[src/logic/pwr_ack_pkg.sv]
// Package of constants and types for the power-on acknowledge control block
package pwr_ack_pkg;
   // ====================================================================
   // Clock and timing
   localparam int unsigned CLK_HZ = 20_000_000;
   localparam int unsigned HOLD_WINDOW_S = 8;
   localparam longint unsigned HOLD_WINDOW_CYC =
      longint'(HOLD_WINDOW_S) * longint'(CLK_HZ);
   localparam int TMR_W = 28;

   // ====================================================================
   // Register offsets (plain port, word addresses)
   localparam int ADDR_W = 4;
   localparam logic [3:0] REG_DEVICE_CONTROL_REG = 4'h0;
   localparam logic [3:0] REG_CFG = 4'h1;
   localparam logic [3:0] REG_STATUS = 4'h2;
   localparam logic [3:0] REG_BOOT_STATUS = 4'h3;
   localparam logic [3:0] REG_SWOFF_CAUSE = 4'h4;
   localparam logic [3:0] REG_HW_SCRATCH = 4'h5;
   localparam logic [3:0] REG_SWO_SCRATCH = 4'h6;
   localparam logic [3:0] REG_INT_PEND = 4'h7;
   localparam logic [3:0] REG_INT_MASK = 4'h8;
   localparam logic [3:0] REG_WARM_KEEP = 4'h9;

   // Field positions
   localparam int DEV_KEEP_ON_BIT = 0;
   localparam int CFG_AUTO_KEEP_BIT = 0;
   localparam int CFG_KEEP_AUTOSET_BIT = 1;
   localparam int CFG_OFF_HARD_RESET_LEVEL_BIT = 2;
   localparam int CFG_INT_SLEEP_MASK_BIT = 3;

   // Reset values
   localparam logic [7:0] CFG_RST = 8'h0a;
   localparam logic [7:0] INT_MASK_RST = 8'hff;
   localparam logic [7:0] WARM_KEEP_RST = 8'h00;

   // Switch-off cause codes
   localparam logic [7:0] CAUSE_PIN = 8'h01;
   localparam logic [7:0] CAUSE_KEEP = 8'h02;
   localparam logic [7:0] CAUSE_TIMER = 8'h04;
   localparam logic [7:0] CAUSE_HARD_RESET_LEVEL = 8'h80;

   // Configuration area bounds per strap level
   localparam logic [7:0] AREA0_LO = 8'h00;
   localparam logic [7:0] AREA0_HI = 8'h2f;
   localparam logic [7:0] AREA1_LO = 8'h30;
   localparam logic [7:0] AREA1_HI = 8'h5f;

   typedef enum logic [2:0] {
      ST_OFF = 3'b000,
      ST_UP = 3'b001,
      ST_ACTIVE = 3'b010,
      ST_SLEEP = 3'b011,
      ST_DOWN = 3'b100,
      ST_WARM = 3'b101
   } pstate_t;
endpackage

[src/logic/pwr_ack_ctrl.sv]
// Power-on acknowledge, boot strap, reset levels, interrupt pin, warm reset
//
// Our own choices: the address map and the plain strobed port.
`timescale 1ns/10ps
module pwr_ack_ctrl
   import pwr_ack_pkg::*;
#(
   parameter longint unsigned HOLD_CYC = HOLD_WINDOW_CYC
)(
   input wire logic clk,
   input wire logic nrst,
   input wire logic on_req,
   input wire logic hold_on_pin,
   input wire logic boot_strap,
   input wire logic warm_reset_pin_n,
   input wire logic sleep_req,
   input wire logic seq_done,
   input wire logic [7:0] int_src,
   input wire logic [ADDR_W-1:0] addr,
   input wire logic [7:0] wdata,
   input wire logic wr_en,
   input wire logic rd_en,
   output logic [7:0] rdata,
   output logic reset_out_n,
   output logic irq_n,
   output logic seq_up,
   output logic seq_act_off,
   output logic seq_slp_off,
   output logic seq_sel,
   output logic [7:0] cfg_area_lo,
   output logic [7:0] cfg_area_hi,
   output logic [7:0] warm_keep,
   output logic [2:0] state
);
   // ====================================================================
   // Pin synchronisers
   logic [1:0] on_s_q, hold_s_q, boot_s_q, warm_s_q, slp_s_q;
   logic hold_d1_q, warm_d1_q;
   always_ff @(posedge clk or negedge nrst) begin
      if (!nrst) begin
         on_s_q <= 2'b00;
         hold_s_q <= 2'b00;
         boot_s_q <= 2'b00;
         warm_s_q <= 2'b11;
         slp_s_q <= 2'b00;
      end else begin
         on_s_q <= {on_s_q[0], on_req};
         hold_s_q <= {hold_s_q[0], hold_on_pin};
         boot_s_q <= {boot_s_q[0], boot_strap};
         warm_s_q <= {warm_s_q[0], warm_reset_pin_n};
         slp_s_q <= {slp_s_q[0], sleep_req};
      end
   end

   // Edge history, read only from second stages
   always_ff @(posedge clk or negedge nrst) begin
      if (!nrst) begin
         hold_d1_q <= 1'b0;
         warm_d1_q <= 1'b1;
      end else begin
         hold_d1_q <= hold_s_q[1];
         warm_d1_q <= warm_s_q[1];
      end
   end
   logic hold_fall, warm_fall;
   assign hold_fall = hold_d1_q & ~hold_s_q[1];
   assign warm_fall = warm_d1_q & ~warm_s_q[1];

   // ====================================================================
   // Register bank with reset domains
   pstate_t st_q;
   logic hw_clr, swo_clr;
   logic [7:0] cfg_q, dev_q, int_mask_q, hw_scr_q, swo_scr_q;
   logic [7:0] boot_q, cause_q, pend_q;
   logic keep_set, off_any, off_hw;

   function automatic logic wr_hit(input logic [ADDR_W-1:0] a);
      wr_hit = wr_en && (addr == a);
   endfunction

   // Hard domain: configuration, interrupt mask, scratch
   reg_bank u_cfg (.clk(clk), .nrst(nrst), .clr(hw_clr),
      .wr(wr_hit(REG_CFG)), .wdata(wdata), .rst_val(CFG_RST), .q(cfg_q));
   reg_bank u_imask (.clk(clk), .nrst(nrst), .clr(hw_clr),
      .wr(wr_hit(REG_INT_MASK)), .wdata(wdata), .rst_val(INT_MASK_RST),
      .q(int_mask_q));
   reg_bank u_hscr (.clk(clk), .nrst(nrst), .clr(hw_clr),
      .wr(wr_hit(REG_HW_SCRATCH)), .wdata(wdata), .rst_val(8'h00),
      .q(hw_scr_q));
   // Switch-off domain: cleared by both off resets
   reg_bank u_sscr (.clk(clk), .nrst(nrst), .clr(swo_clr),
      .wr(wr_hit(REG_SWO_SCRATCH)), .wdata(wdata), .rst_val(8'h00),
      .q(swo_scr_q));
   reg_bank u_wkeep (.clk(clk), .nrst(nrst), .clr(swo_clr),
      .wr(wr_hit(REG_WARM_KEEP)), .wdata(wdata), .rst_val(WARM_KEEP_RST),
      .q(warm_keep));

   logic auto_keep_on_mode, keep_autoset, off_hw_cfg, int_slp_mask;
   assign auto_keep_on_mode = cfg_q[CFG_AUTO_KEEP_BIT];
   assign keep_autoset = cfg_q[CFG_KEEP_AUTOSET_BIT];
   assign off_hw_cfg = cfg_q[CFG_OFF_HARD_RESET_LEVEL_BIT];
   assign int_slp_mask = cfg_q[CFG_INT_SLEEP_MASK_BIT];

   logic keep_on_bit;
   assign keep_on_bit = dev_q[DEV_KEEP_ON_BIT];

   // Device control: switch-off domain, autoset wins over a write
   always_ff @(posedge clk or negedge nrst) begin
      if (!nrst) begin
         dev_q <= 8'h00;
      end else if (keep_set) begin
         dev_q[DEV_KEEP_ON_BIT] <= 1'b1;
      end else if (swo_clr) begin
         dev_q <= 8'h00;
      end else if (wr_hit(REG_DEVICE_CONTROL_REG)) begin
         dev_q <= wdata;
      end
   end

   // Power-on domain: switch-off cause survives off resets
   always_ff @(posedge clk or negedge nrst) begin
      if (!nrst) begin
         cause_q <= 8'h00;
      end else if (off_any) begin
         cause_q <= cause_q | off_cause() | (off_hw ? CAUSE_HARD_RESET_LEVEL : 8'h00);
      end else if (wr_hit(REG_SWOFF_CAUSE)) begin
         cause_q <= cause_q & ~wdata;
      end
   end

   // Interrupt pending bits: hard domain, source set wins over clear
   always_ff @(posedge clk or negedge nrst) begin
      if (!nrst) begin
         pend_q <= 8'h00;
      end else if (hw_clr) begin
         pend_q <= 8'h00;
      end else begin
         pend_q <= (pend_q & ~(wr_hit(REG_INT_PEND) ? wdata : 8'h00))
            | int_src;
      end
   end

   // ====================================================================
   // Keep-alive window timer
   logic [TMR_W-1:0] tmr_q;
   logic tmr_exp;
   localparam logic [TMR_W-1:0] HOLD_LAST = TMR_W'(HOLD_CYC - 1);
   always_ff @(posedge clk or negedge nrst) begin
      if (!nrst) begin
         tmr_q <= '0;
      end else if (st_q != ST_ACTIVE && st_q != ST_SLEEP) begin
         tmr_q <= '0;
      end else if (tmr_q != HOLD_LAST) begin
         tmr_q <= tmr_q + 1'b1;
      end
   end
   assign tmr_exp = (tmr_q == HOLD_LAST - 1'b1);

   // Off request sources per acknowledge mode
   logic keep_ctl, ack_level, off_pin, off_keep, off_tmr;
   assign keep_ctl = auto_keep_on_mode;
   assign ack_level = keep_ctl ? keep_on_bit : hold_s_q[1];
   assign off_pin = !keep_ctl && hold_fall;
   assign off_keep = keep_ctl && dev_q[DEV_KEEP_ON_BIT] == 1'b0
      && (keep_autoset ? 1'b1 : tmr_q == HOLD_LAST);
   assign off_tmr = !(keep_ctl && keep_autoset) && tmr_exp && !ack_level;

   function automatic logic [7:0] off_cause();
      off_cause = (off_pin ? CAUSE_PIN : 8'h00)
         | (off_keep ? CAUSE_KEEP : 8'h00)
         | (off_tmr ? CAUSE_TIMER : 8'h00);
   endfunction

   logic live;
   assign live = (st_q == ST_ACTIVE) || (st_q == ST_SLEEP);
   assign off_any = live && (off_pin || off_keep || off_tmr);
   assign off_hw = off_hw_cfg;
   assign hw_clr = off_any && off_hw;
   assign swo_clr = off_any;

   // ====================================================================
   // Power state machine
   logic from_sleep_q;
   always_ff @(posedge clk or negedge nrst) begin
      if (!nrst) begin
         st_q <= ST_OFF;
         from_sleep_q <= 1'b0;
      end else begin
         unique case (st_q)
            ST_OFF: begin
               if (on_s_q[1]) begin
                  st_q <= ST_UP;
               end
            end
            ST_UP, ST_WARM: begin
               if (seq_done) begin
                  st_q <= ST_ACTIVE;
               end
            end
            ST_ACTIVE, ST_SLEEP: begin
               if (off_any) begin
                  from_sleep_q <= (st_q == ST_SLEEP);
                  st_q <= ST_DOWN;
               end else if (warm_fall) begin
                  st_q <= ST_WARM;
               end else begin
                  st_q <= slp_s_q[1] ? ST_SLEEP : ST_ACTIVE;
               end
            end
            ST_DOWN: begin
               if (seq_done) begin
                  st_q <= ST_OFF;
               end
            end
            default: st_q <= ST_OFF;
         endcase
      end
   end
   assign keep_set = st_q == ST_UP && seq_done && auto_keep_on_mode
      && keep_autoset;

   // Strap latched when power-up finishes
   always_ff @(posedge clk or negedge nrst) begin
      if (!nrst) begin
         boot_q <= 8'h00;
      end else if (st_q == ST_UP && seq_done) begin
         boot_q <= {7'h00, boot_s_q[1]};
      end
   end

   // ====================================================================
   // Sequence strobes and outputs
   assign seq_up = (st_q == ST_UP) || (st_q == ST_WARM);
   assign seq_act_off = (st_q == ST_DOWN) && !from_sleep_q;
   assign seq_slp_off = (st_q == ST_DOWN) && from_sleep_q;
   // Live strap lets a running sequence branch without editing it
   assign seq_sel = boot_s_q[1];
   assign cfg_area_lo = boot_s_q[1] ? AREA1_LO : AREA0_LO;
   assign cfg_area_hi = boot_s_q[1] ? AREA1_HI : AREA0_HI;
   assign state = st_q;

   // Reset out registered; a warm reset re-asserts it
   always_ff @(posedge clk or negedge nrst) begin
      if (!nrst) begin
         reset_out_n <= 1'b0;
      end else begin
         reset_out_n <= (st_q == ST_ACTIVE) || (st_q == ST_SLEEP);
      end
   end

   // Interrupt pin, push-pull active low, optionally quiet in sleep
   always_ff @(posedge clk or negedge nrst) begin
      if (!nrst) begin
         irq_n <= 1'b1;
      end else begin
         irq_n <= !(|(pend_q & ~int_mask_q)
            && !(st_q == ST_SLEEP && int_slp_mask));
      end
   end

   // Read data one cycle after the strobe, zero for unmapped
   always_ff @(posedge clk or negedge nrst) begin
      if (!nrst) begin
         rdata <= 8'h00;
      end else if (rd_en) begin
         unique case (addr)
            REG_DEVICE_CONTROL_REG: rdata <= dev_q;
            REG_CFG: rdata <= cfg_q;
            REG_STATUS: rdata <= {5'h00, st_q};
            REG_BOOT_STATUS: rdata <= boot_q;
            REG_SWOFF_CAUSE: rdata <= cause_q;
            REG_HW_SCRATCH: rdata <= hw_scr_q;
            REG_SWO_SCRATCH: rdata <= swo_scr_q;
            REG_INT_PEND: rdata <= pend_q;
            REG_INT_MASK: rdata <= int_mask_q;
            REG_WARM_KEEP: rdata <= warm_keep;
            default: rdata <= 8'h00;
         endcase
      end else begin
         rdata <= 8'h00;
      end
   end

   // ====================================================================
   // Checks
   rst_hold_a: assert property (@(posedge clk) disable iff (!nrst)
      (st_q == ST_UP) |=> !reset_out_n)
      else $error("reset released during power-up");
   up_release_a: assert property (@(posedge clk) disable iff (!nrst)
      (st_q == ST_UP && seq_done) |=> ##1 reset_out_n)
      else $error("reset not released after power-up");
   hold_fall_a: assert property (@(posedge clk) disable iff (!nrst)
      (live && !keep_ctl && hold_fall) |=> st_q == ST_DOWN)
      else $error("hold pin fall not honoured");
   auto_set_a: assert property (@(posedge clk) disable iff (!nrst)
      keep_set |=> keep_on_bit && st_q == ST_ACTIVE)
      else $error("keep-on bit not set");
   boot_lat_a: assert property (@(posedge clk) disable iff (!nrst)
      (st_q == ST_UP && seq_done) |=> boot_q[0] == $past(boot_s_q[1]))
      else $error("strap not latched");
   cause_keep_a: assert property (@(posedge clk) disable iff (!nrst)
      off_any |=> (cause_q & $past(cause_q)) == $past(cause_q))
      else $error("cause lost on off reset");
   hw_clr_a: assert property (@(posedge clk) disable iff (!nrst)
      hw_clr |=> cfg_q == CFG_RST && int_mask_q == INT_MASK_RST)
      else $error("hard domain not reset");
   swo_only_a: assert property (@(posedge clk) disable iff (!nrst)
      (swo_clr && !hw_clr && !wr_en) |=> $stable(cfg_q) && swo_scr_q == 0)
      else $error("switch-off reset scope wrong");
   down_seq_a: assert property (@(posedge clk) disable iff (!nrst)
      (off_any && st_q == ST_SLEEP) |=> seq_slp_off && !seq_act_off)
      else $error("wrong off sequence");
   warm_a: assert property (@(posedge clk) disable iff (!nrst)
      (st_q == ST_ACTIVE && warm_fall && !off_any) |=> seq_up)
      else $error("warm reset did not start power-up");
   once_a: assert property (@(posedge clk) disable iff (!nrst)
      off_any |=> !off_any)
      else $error("off request taken twice");
endmodule

[src/logic/reg_bank.sv]
// Small register bank with a clear for its reset domain
`timescale 1ns/10ps
module reg_bank
   import pwr_ack_pkg::*;
(
   input wire logic clk,
   input wire logic nrst,
   input wire logic clr,
   input wire logic wr,
   input wire logic [7:0] wdata,
   input wire logic [7:0] rst_val,
   output logic [7:0] q
);
   logic init_q;

   // ====================================================================
   // Storage, domain clear wins over a write. The async branch loads
   // constants only, so the per-instance default lands on the first clock
   // after power-on reset, below a write made at that same edge
   always_ff @(posedge clk or negedge nrst) begin
      if (!nrst) begin
         q <= 8'h00;
         init_q <= 1'b0;
      end else begin
         init_q <= 1'b1;
         if (clr) begin
            q <= rst_val;
         end else if (wr) begin
            q <= wdata;
         end else if (!init_q) begin
            q <= rst_val;
         end
      end
   end
endmodule

[config.mk]
export PLATFORM = sky130hd
export DESIGN_NAME = pwr_ack_ctrl
export DESIGN_NICKNAME = d
export VERILOG_FILES = /design/src/logic/pwr_ack_pkg.sv /design/src/logic/pwr_ack_ctrl.sv /design/src/logic/reg_bank.sv
export SDC_FILE = /design/constraint.sdc
export NUM_CORES = 1
export LEC_CHECK = 0
export BUFFER_PORTS_ARGS = -buffer_cell sky130_fd_sc_hd__buf_2
export CAP_MARGIN = 20
export CORE_MARGIN = 1.5
export CORE_UTILIZATION = 55
export DETAILED_ROUTE_END_ITERATION = 16
export PLACE_DENSITY = 0.76
export SYNTH_ARGS = -nofsm -noshare
export SYNTH_HDL_FRONTEND = slang
export SYNTH_SLANG_ARGS = --single-unit
[constraint.sdc]
create_clock -name clk -period 2.36 [get_ports clk]
set_input_delay 0.472 -clock clk [delete_from_list [all_inputs] [get_ports clk]]
set_output_delay 0.472 -clock clk [all_outputs]
set_load 0.01 [all_outputs]
* Word-level counts from Yosys, hierarchy flattened
Cells that the tools add are included.
** Storage, ports and cells
- Bits in registers :: 120
- Output and inout bits :: 41
- Bits of input ports :: 30
** Operators by class
- Equal/unequal tests :: 27
- Reductions and logical operators :: 46
- Bitwise operators :: 17
- $add $sub $neg :: 1
- Mux-type cells :: 39
** Operators with widths (number)
- 8-bit two-way mux :: 21
- 8-bit case mux with 10 select lines :: 1
- 28-bit == test, second input constant :: 2
- 28-bit two-way mux :: 2
- 28-bit by 1-bit adder with 28-bit output, second input constant :: 1
- 28-bit inequality test, second input constant :: 1
- 8-bit AND :: 3
- 1-bit logical AND :: 24
- 8-bit inverter :: 3
- 3-bit two-way mux :: 6
- 4-bit by 3-bit == test with 1-bit output, second input constant :: 4
- 8-bit OR :: 2
- 3-bit inequality test, second input constant :: 4
- 3-bit case mux with 4 select lines :: 1
- 3-bit by 2-bit inequality test with 1-bit output, second input constant :: 3
- 4-bit by 2-bit == test with 1-bit output, second input constant :: 2
- 4-bit == test, second input constant :: 2
- 8-bit by 3-bit OR with 8-bit output :: 1
- 8-bit OR reduction :: 1
- 7-bit two-way mux :: 1
- 3-bit by 2-bit == test with 1-bit output, second input constant :: 2
- 3-bit == test, second input constant :: 2
- 1-bit zero test :: 6
- 6-bit two-way mux :: 1
- other kinds (17) :: 34

* Logic depth before layout (Yosys ltp)
- Depth in word-level cells :: 9
- Mapped depth :: 9
- Gate-level depth less buffers :: 7

* Modules after synthesis
From an unflattened synthesis, not the netlist that was laid out.
** Second synthesis, totals
- Cells, all modules :: 703
- Area, all modules :: 6749.0 µm²
** By module, submodules not included
- pwr_ack_ctrl :: area an instance 4365.4 µm², times used 1, seq. area each 1981.9 µm², cells an instance 458
- reg_bank :: area an instance 476.7 µm², times used 5, seq. area each 225.2 µm², cells an instance 49

* Least setup slack after synthesis
Ideal clock, no wire load.
- Kind :: register -> register
- From :: register tmr_q[0]
- To :: register from_sleep_q
- Stages on the path, launching flop included :: 9
- Arrival :: 1.974 ns
- Library setup time :: 0.128 ns
- Data required time :: 2.232 ns
- Setup slack :: 0.258 ns
- Cell sequence :: dfrtp_1 > inv_1 > ha_1 > nor2b_1 > o21ai_0 > a2111oi_4 > or2_1 > buf_4 > mux2_1
** On the way
- Word-level cells in the longest chain between the ends :: 7
** Ends and longest elaborated chain
- start: declaration :: RTL line pwr_ack_ctrl.sv:145 : logic [TMR_W-1:0] tmr_q;
- start signal: assignment :: RTL line pwr_ack_ctrl.sv:154 : tmr_q <= tmr_q + 1'b1;
- 28-bit == test :: RTL line pwr_ack_ctrl.sv:165 : && (keep_autoset ? 1'b1 : tmr_q == HOLD_LAST);
- 1-bit two-way mux :: RTL line pwr_ack_ctrl.sv:165
- 1-bit logical AND :: RTL line pwr_ack_ctrl.sv:165
- 1-bit logical OR :: RTL line pwr_ack_ctrl.sv:176 : assign off_any = live && (off_pin || off_keep || off_tmr);
- 1-bit logical OR (*) :: RTL line pwr_ack_ctrl.sv:176
- 1-bit logical AND (*) :: RTL line pwr_ack_ctrl.sv:176
- 2-bit AND reduction (no line) (*)
- end signal: assignment :: RTL line pwr_ack_ctrl.sv:202 : from_sleep_q <= (st_q == ST_SLEEP);
- end: declaration :: RTL line pwr_ack_ctrl.sv:183 : logic from_sleep_q;
Every way passes the cells marked *; elsewhere a longest branch is shown, timed or not.
A chain may end at the register's enable or synchronous reset.

* Worst setup path after layout
- From :: register tmr_q[0]
- To :: register dev_q[5]
** On the way
- Word-level cells in the longest chain between the ends :: 8
** Ends and longest elaborated chain
- 28-bit == test :: RTL line pwr_ack_ctrl.sv:165
- 1-bit two-way mux :: RTL line pwr_ack_ctrl.sv:165
- 1-bit logical AND :: RTL line pwr_ack_ctrl.sv:165
- 1-bit logical OR :: RTL line pwr_ack_ctrl.sv:176
- 1-bit logical OR (*) :: RTL line pwr_ack_ctrl.sv:176
- 1-bit logical AND (*) :: RTL line pwr_ack_ctrl.sv:176
- 2-bit nonzero test (no line)
- 2-bit AND reduction (no line)
- end signal: assignment :: RTL line pwr_ack_ctrl.sv:116 : dev_q <= wdata;
- end: declaration :: RTL line pwr_ack_ctrl.sv:73 : logic [7:0] cfg_q, dev_q, int_mask_q, hw_scr_q, swo_scr_q;
Marks and branches as above.

==> flow_metrics.env <==
export IMPL_die_area_um2=11600
export IMPL_post_route_period_util_pct=94.3
export IMPL_grt_use_total_pct=31.5
export IMPL_grt_pass1_vias=5151
export IMPL_via_per_inst=6.29
export IMPL_stdcell_count=869
export IMPL_wl_per_cell_um=19.9
export IMPL_synth_cell_type_count=65
export IMPL_synth_area_leaders="dfrtp_1 (48%), a21oi_1 (4.6%), nand2_1 (4.5%)"
export IMPL_yosys_warnings=0
export IMPL_drive_above_1_share_pct=18.2
export IMPL_grt_pass1_wl_um=27400
export IMPL_finalCoreUtilization_pct=66.4
export IMPL_grt_max_degree=50
export IMPL_cts_sinks=120
export IMPL_syn_area_um2=6040
export IMPL_worstPathArrival_ns=2.69
export IMPL_coreArea_um2=10800
export IMPL_yosys_top_cells_count="dfrtp_1 (116), nand2_1 (73), a21oi_1 (56), nand3_1 (52), nor2_1 (49)"
export IMPL_place_congestion=0.993
export IMPL_hold_path_class="in -> reg"
export IMPL_io_pins=71
export IMPL_cts_root_buffer="clkbuf_8"
export IMPL_cts_buffers=17
export IMPL_ys_seq_elements=120
export IMPL_critPathBufInv=2
export IMPL_drc=0
export IMPL_crit_family="compound AO/OA/AOI/OAI gates"
export IMPL_drt_total_wl_um=17300
export IMPL_crit_fanout=7
export IMPL_core_rowCount=38
export IMPL_rsz0062_at_grt="yes"
export IMPL_grt_overflow=0
export IMPL_synthArstFlopShare_pct=100
export IMPL_synth_area_per_cell_um2=9.36
export IMPL_htree_levels=4
export IMPL_vias=5464
export IMPL_vdd_drop_max_v=0.000828
export IMPL_dpl_hpwl_um=11900
export IMPL_ys_seq_area_share_pct=49.8
export IMPL_cts_tree="yes"
export IMPL_setup_violations_final=0
export IMPL_syn2layout_area_growth_pct=18.7
export IMPL_finalHoldViolCount=0
export IMPL_power_density_nw_per_um2=799
export IMPL_crit_path_end_kind="flop"
export IMPL_io_buffers=59
export IMPL_place_ws_ns=-0.00339
export IMPL_worstMarginPinSlew_ns=0.598
export IMPL_die_w_um=108
export IMPL_post_synth_top_count_cell="dfrtp_1"
export IMPL_crit_path_max_incr_delay_ns=0.45
export IMPL_antenna_found_initial=0
export IMPL_slowest_stage="nor4b_4"
export IMPL_fin_ws_ns=0.135
export IMPL_finalClockSkew_ns=0.00914
export IMPL_syn_inst=645
export IMPL_status="complete, no violations"
export IMPL_place_area_um2=6590
export IMPL_start_util_pct=55.9
export IMPL_antenna_left=0
export IMPL_yosysTopAreaCellShare_pct=48.1
export IMPL_dp_cells=835
export IMPL_clk_pin_slew_worst_paths_ns=0.05
export IMPL_die_h_um=108
export IMPL_max_slew_margin_rel_pct=59.1
export IMPL_multi_input_area_um2=2730
export IMPL_maxCapViolCount=0
export IMPL_setup_tns_ns=0
export IMPL_power_leakage_nw=3.11
export IMPL_fill_cells=873
export IMPL_nNetsFinal=748
export IMPL_diodes=0
export IMPL_clkLatencyLatePin_ns=0.53
export IMPL_drtIter0Drc=636
export IMPL_cts_buffer_depth=2
export IMPL_crit_type="reg -> reg"
export IMPL_synth_flop_cell="dfrtp_1"
export IMPL_drv_slew=0
export IMPL_dr_pass1_iters=8
export IMPL_seq_area_um2=3010
export IMPL_fmax_mhz=449
export IMPL_final_area_um2=7170
export IMPL_crit_chain="inv_1 > ha_1 > nor2b_1 > o21ai_1 > a2111oi_4 > buf_4 > nor4b_4 > a22o_1"
export IMPL_layout_min_cycle_time_ns=2.23
export IMPL_start_kind="flop"
export IMPL_synth_top_cell_by_area="dfrtp_1"
export IMPL_timing_critical_path_required_ns=2.82
export IMPL_synth_edf_count=0
## layer usage
metal	up-vias	GRT usage (%)	routed length, um
li1	2439	-	-
met1	2699	45.3	7670
met2	284	46.6	7760
met3	42	7.45	1440
met4	0	10.8	385
met5	-	0	0
## worst register-to-register path: stages (launching register included)
cell	delay, ns
dfrtp_1	0.41
inv_1	0.10
ha_1	0.24
nor2b_1	0.14
o21ai_1	0.30
a2111oi_4	0.15
buf_4	0.17
nor4b_4	0.45
a22o_1	0.20
## worst paths after layout
check,cells after the start,endpoint,slack [ns],startpoint
min,1,warm_s_q[0],0.04,warm_reset_pin_n
min reg2reg,0,on_s_q[1],0.35,on_s_q[0]
min in group asynchronous,2,tmr_q[6],0.42,nrst
max in group asynchronous,3,warm_s_q[1],1.30,nrst
max,8,dev_q[5],0.13,tmr_q[0]
max reg2reg,8,dev_q[5],0.13,tmr_q[0]
## per-stage QoR
stage | power, mW | hold slack (ns)
2_1_floorplan | 2.90 | 0.176
3_3_place_gp | 3.27 | 0.336
3_5_place_dp | 3.31 | 0.337
4_1_cts | 5.73 | 0.0192
5_1_grt | 5.95 | 0.0114
6_report | 5.72 | 0.0393
## timing repair
| item | CTS | global route |
|---|---|---|
| endpoints found under the hold margin | 25 | 0 |
| setup endpoints to repair | 6 | 30 |
| hold buffers | 1 | 0 |
| resized for setup | 1 | 5 |
| pin swaps | 0 | 3 |
| buffers inserted | 0 | 1 |
## cell families after synthesis
group | share of synthesized area (%)
AND/OR/NAND/NOR | 22.2
AO/OA/AOI/OAI | 16.5
flip-flops | 49.8
buffers and inverters | 5.88
XOR/XNOR | 2.47
multiplexers | 2.63
adder cells (fa/ha/maj) | 0.414
other | 0.124
## state kept, by name (all words and copies together) (netlist names), 2 cells and up
register and flops:
dev_q 8, hold_s_q 2, u_imask.q 8, cause_q 8
on_s_q 2, u_wkeep.q 8, tmr_q 28, boot_s_q 2
u_sscr.q 8, u_cfg.q 8, u_hscr.q 8, pend_q 8
rdata 8, warm_s_q 2, state 3, slp_s_q 2
## cell usage in the layout, fill, tap and decap left out, types with 4 or more instances in the layout
master     Yosys  final
conb_1         2     12
o22ai_1        7      7
and4_1         6      6
buf_2          8     58
a31oi_1        7      7
nor2_1        49     49
xnor2_1        9      9
mux2_2         4      4
a22o_1         8      8
dfrtp_1      116    116
clkbuf_1      24      9
a22oi_1       11     11
o21ai_0       21     20
and3_1         8      8
nand4_1        8      8
nand3b_1       9      9
buf_12         0      5
clkbuf_16      0     16
inv_1         20     20
o31ai_1        5      5
nor3b_1        8      8
dfstp_2        4      4
nor2b_1       12     12
nand2_1       73     73
a32oi_1        4      4
xor2_1         8      8
buf_4         17     31
nand3_1       52     52
a21oi_1       56     56
nor3_1        17     17
or4_1          4      4
mux2i_1        8      8
## cell type report
class | instances | area share, %
Clock buffer | 28 | 6.63
Inverter | 20 | 1.05
Clock inverter | 4 | 0.977
Multi-Input combinational cell | 462 | 38.1
Sequential cell | 120 | 42.0
Tap cell | 140 | 2.44
Timing Repair Buffer | 95 | 8.83
## where the power goes
part | internal [mW] | switching [mW]
logic | 0.356 | 0.579
registers | 2.24 | 0.130
clock network | 1.56 | 0.865
total | 4.15 | 1.57
No activity file was read; power rests on OpenSTA's default activity.
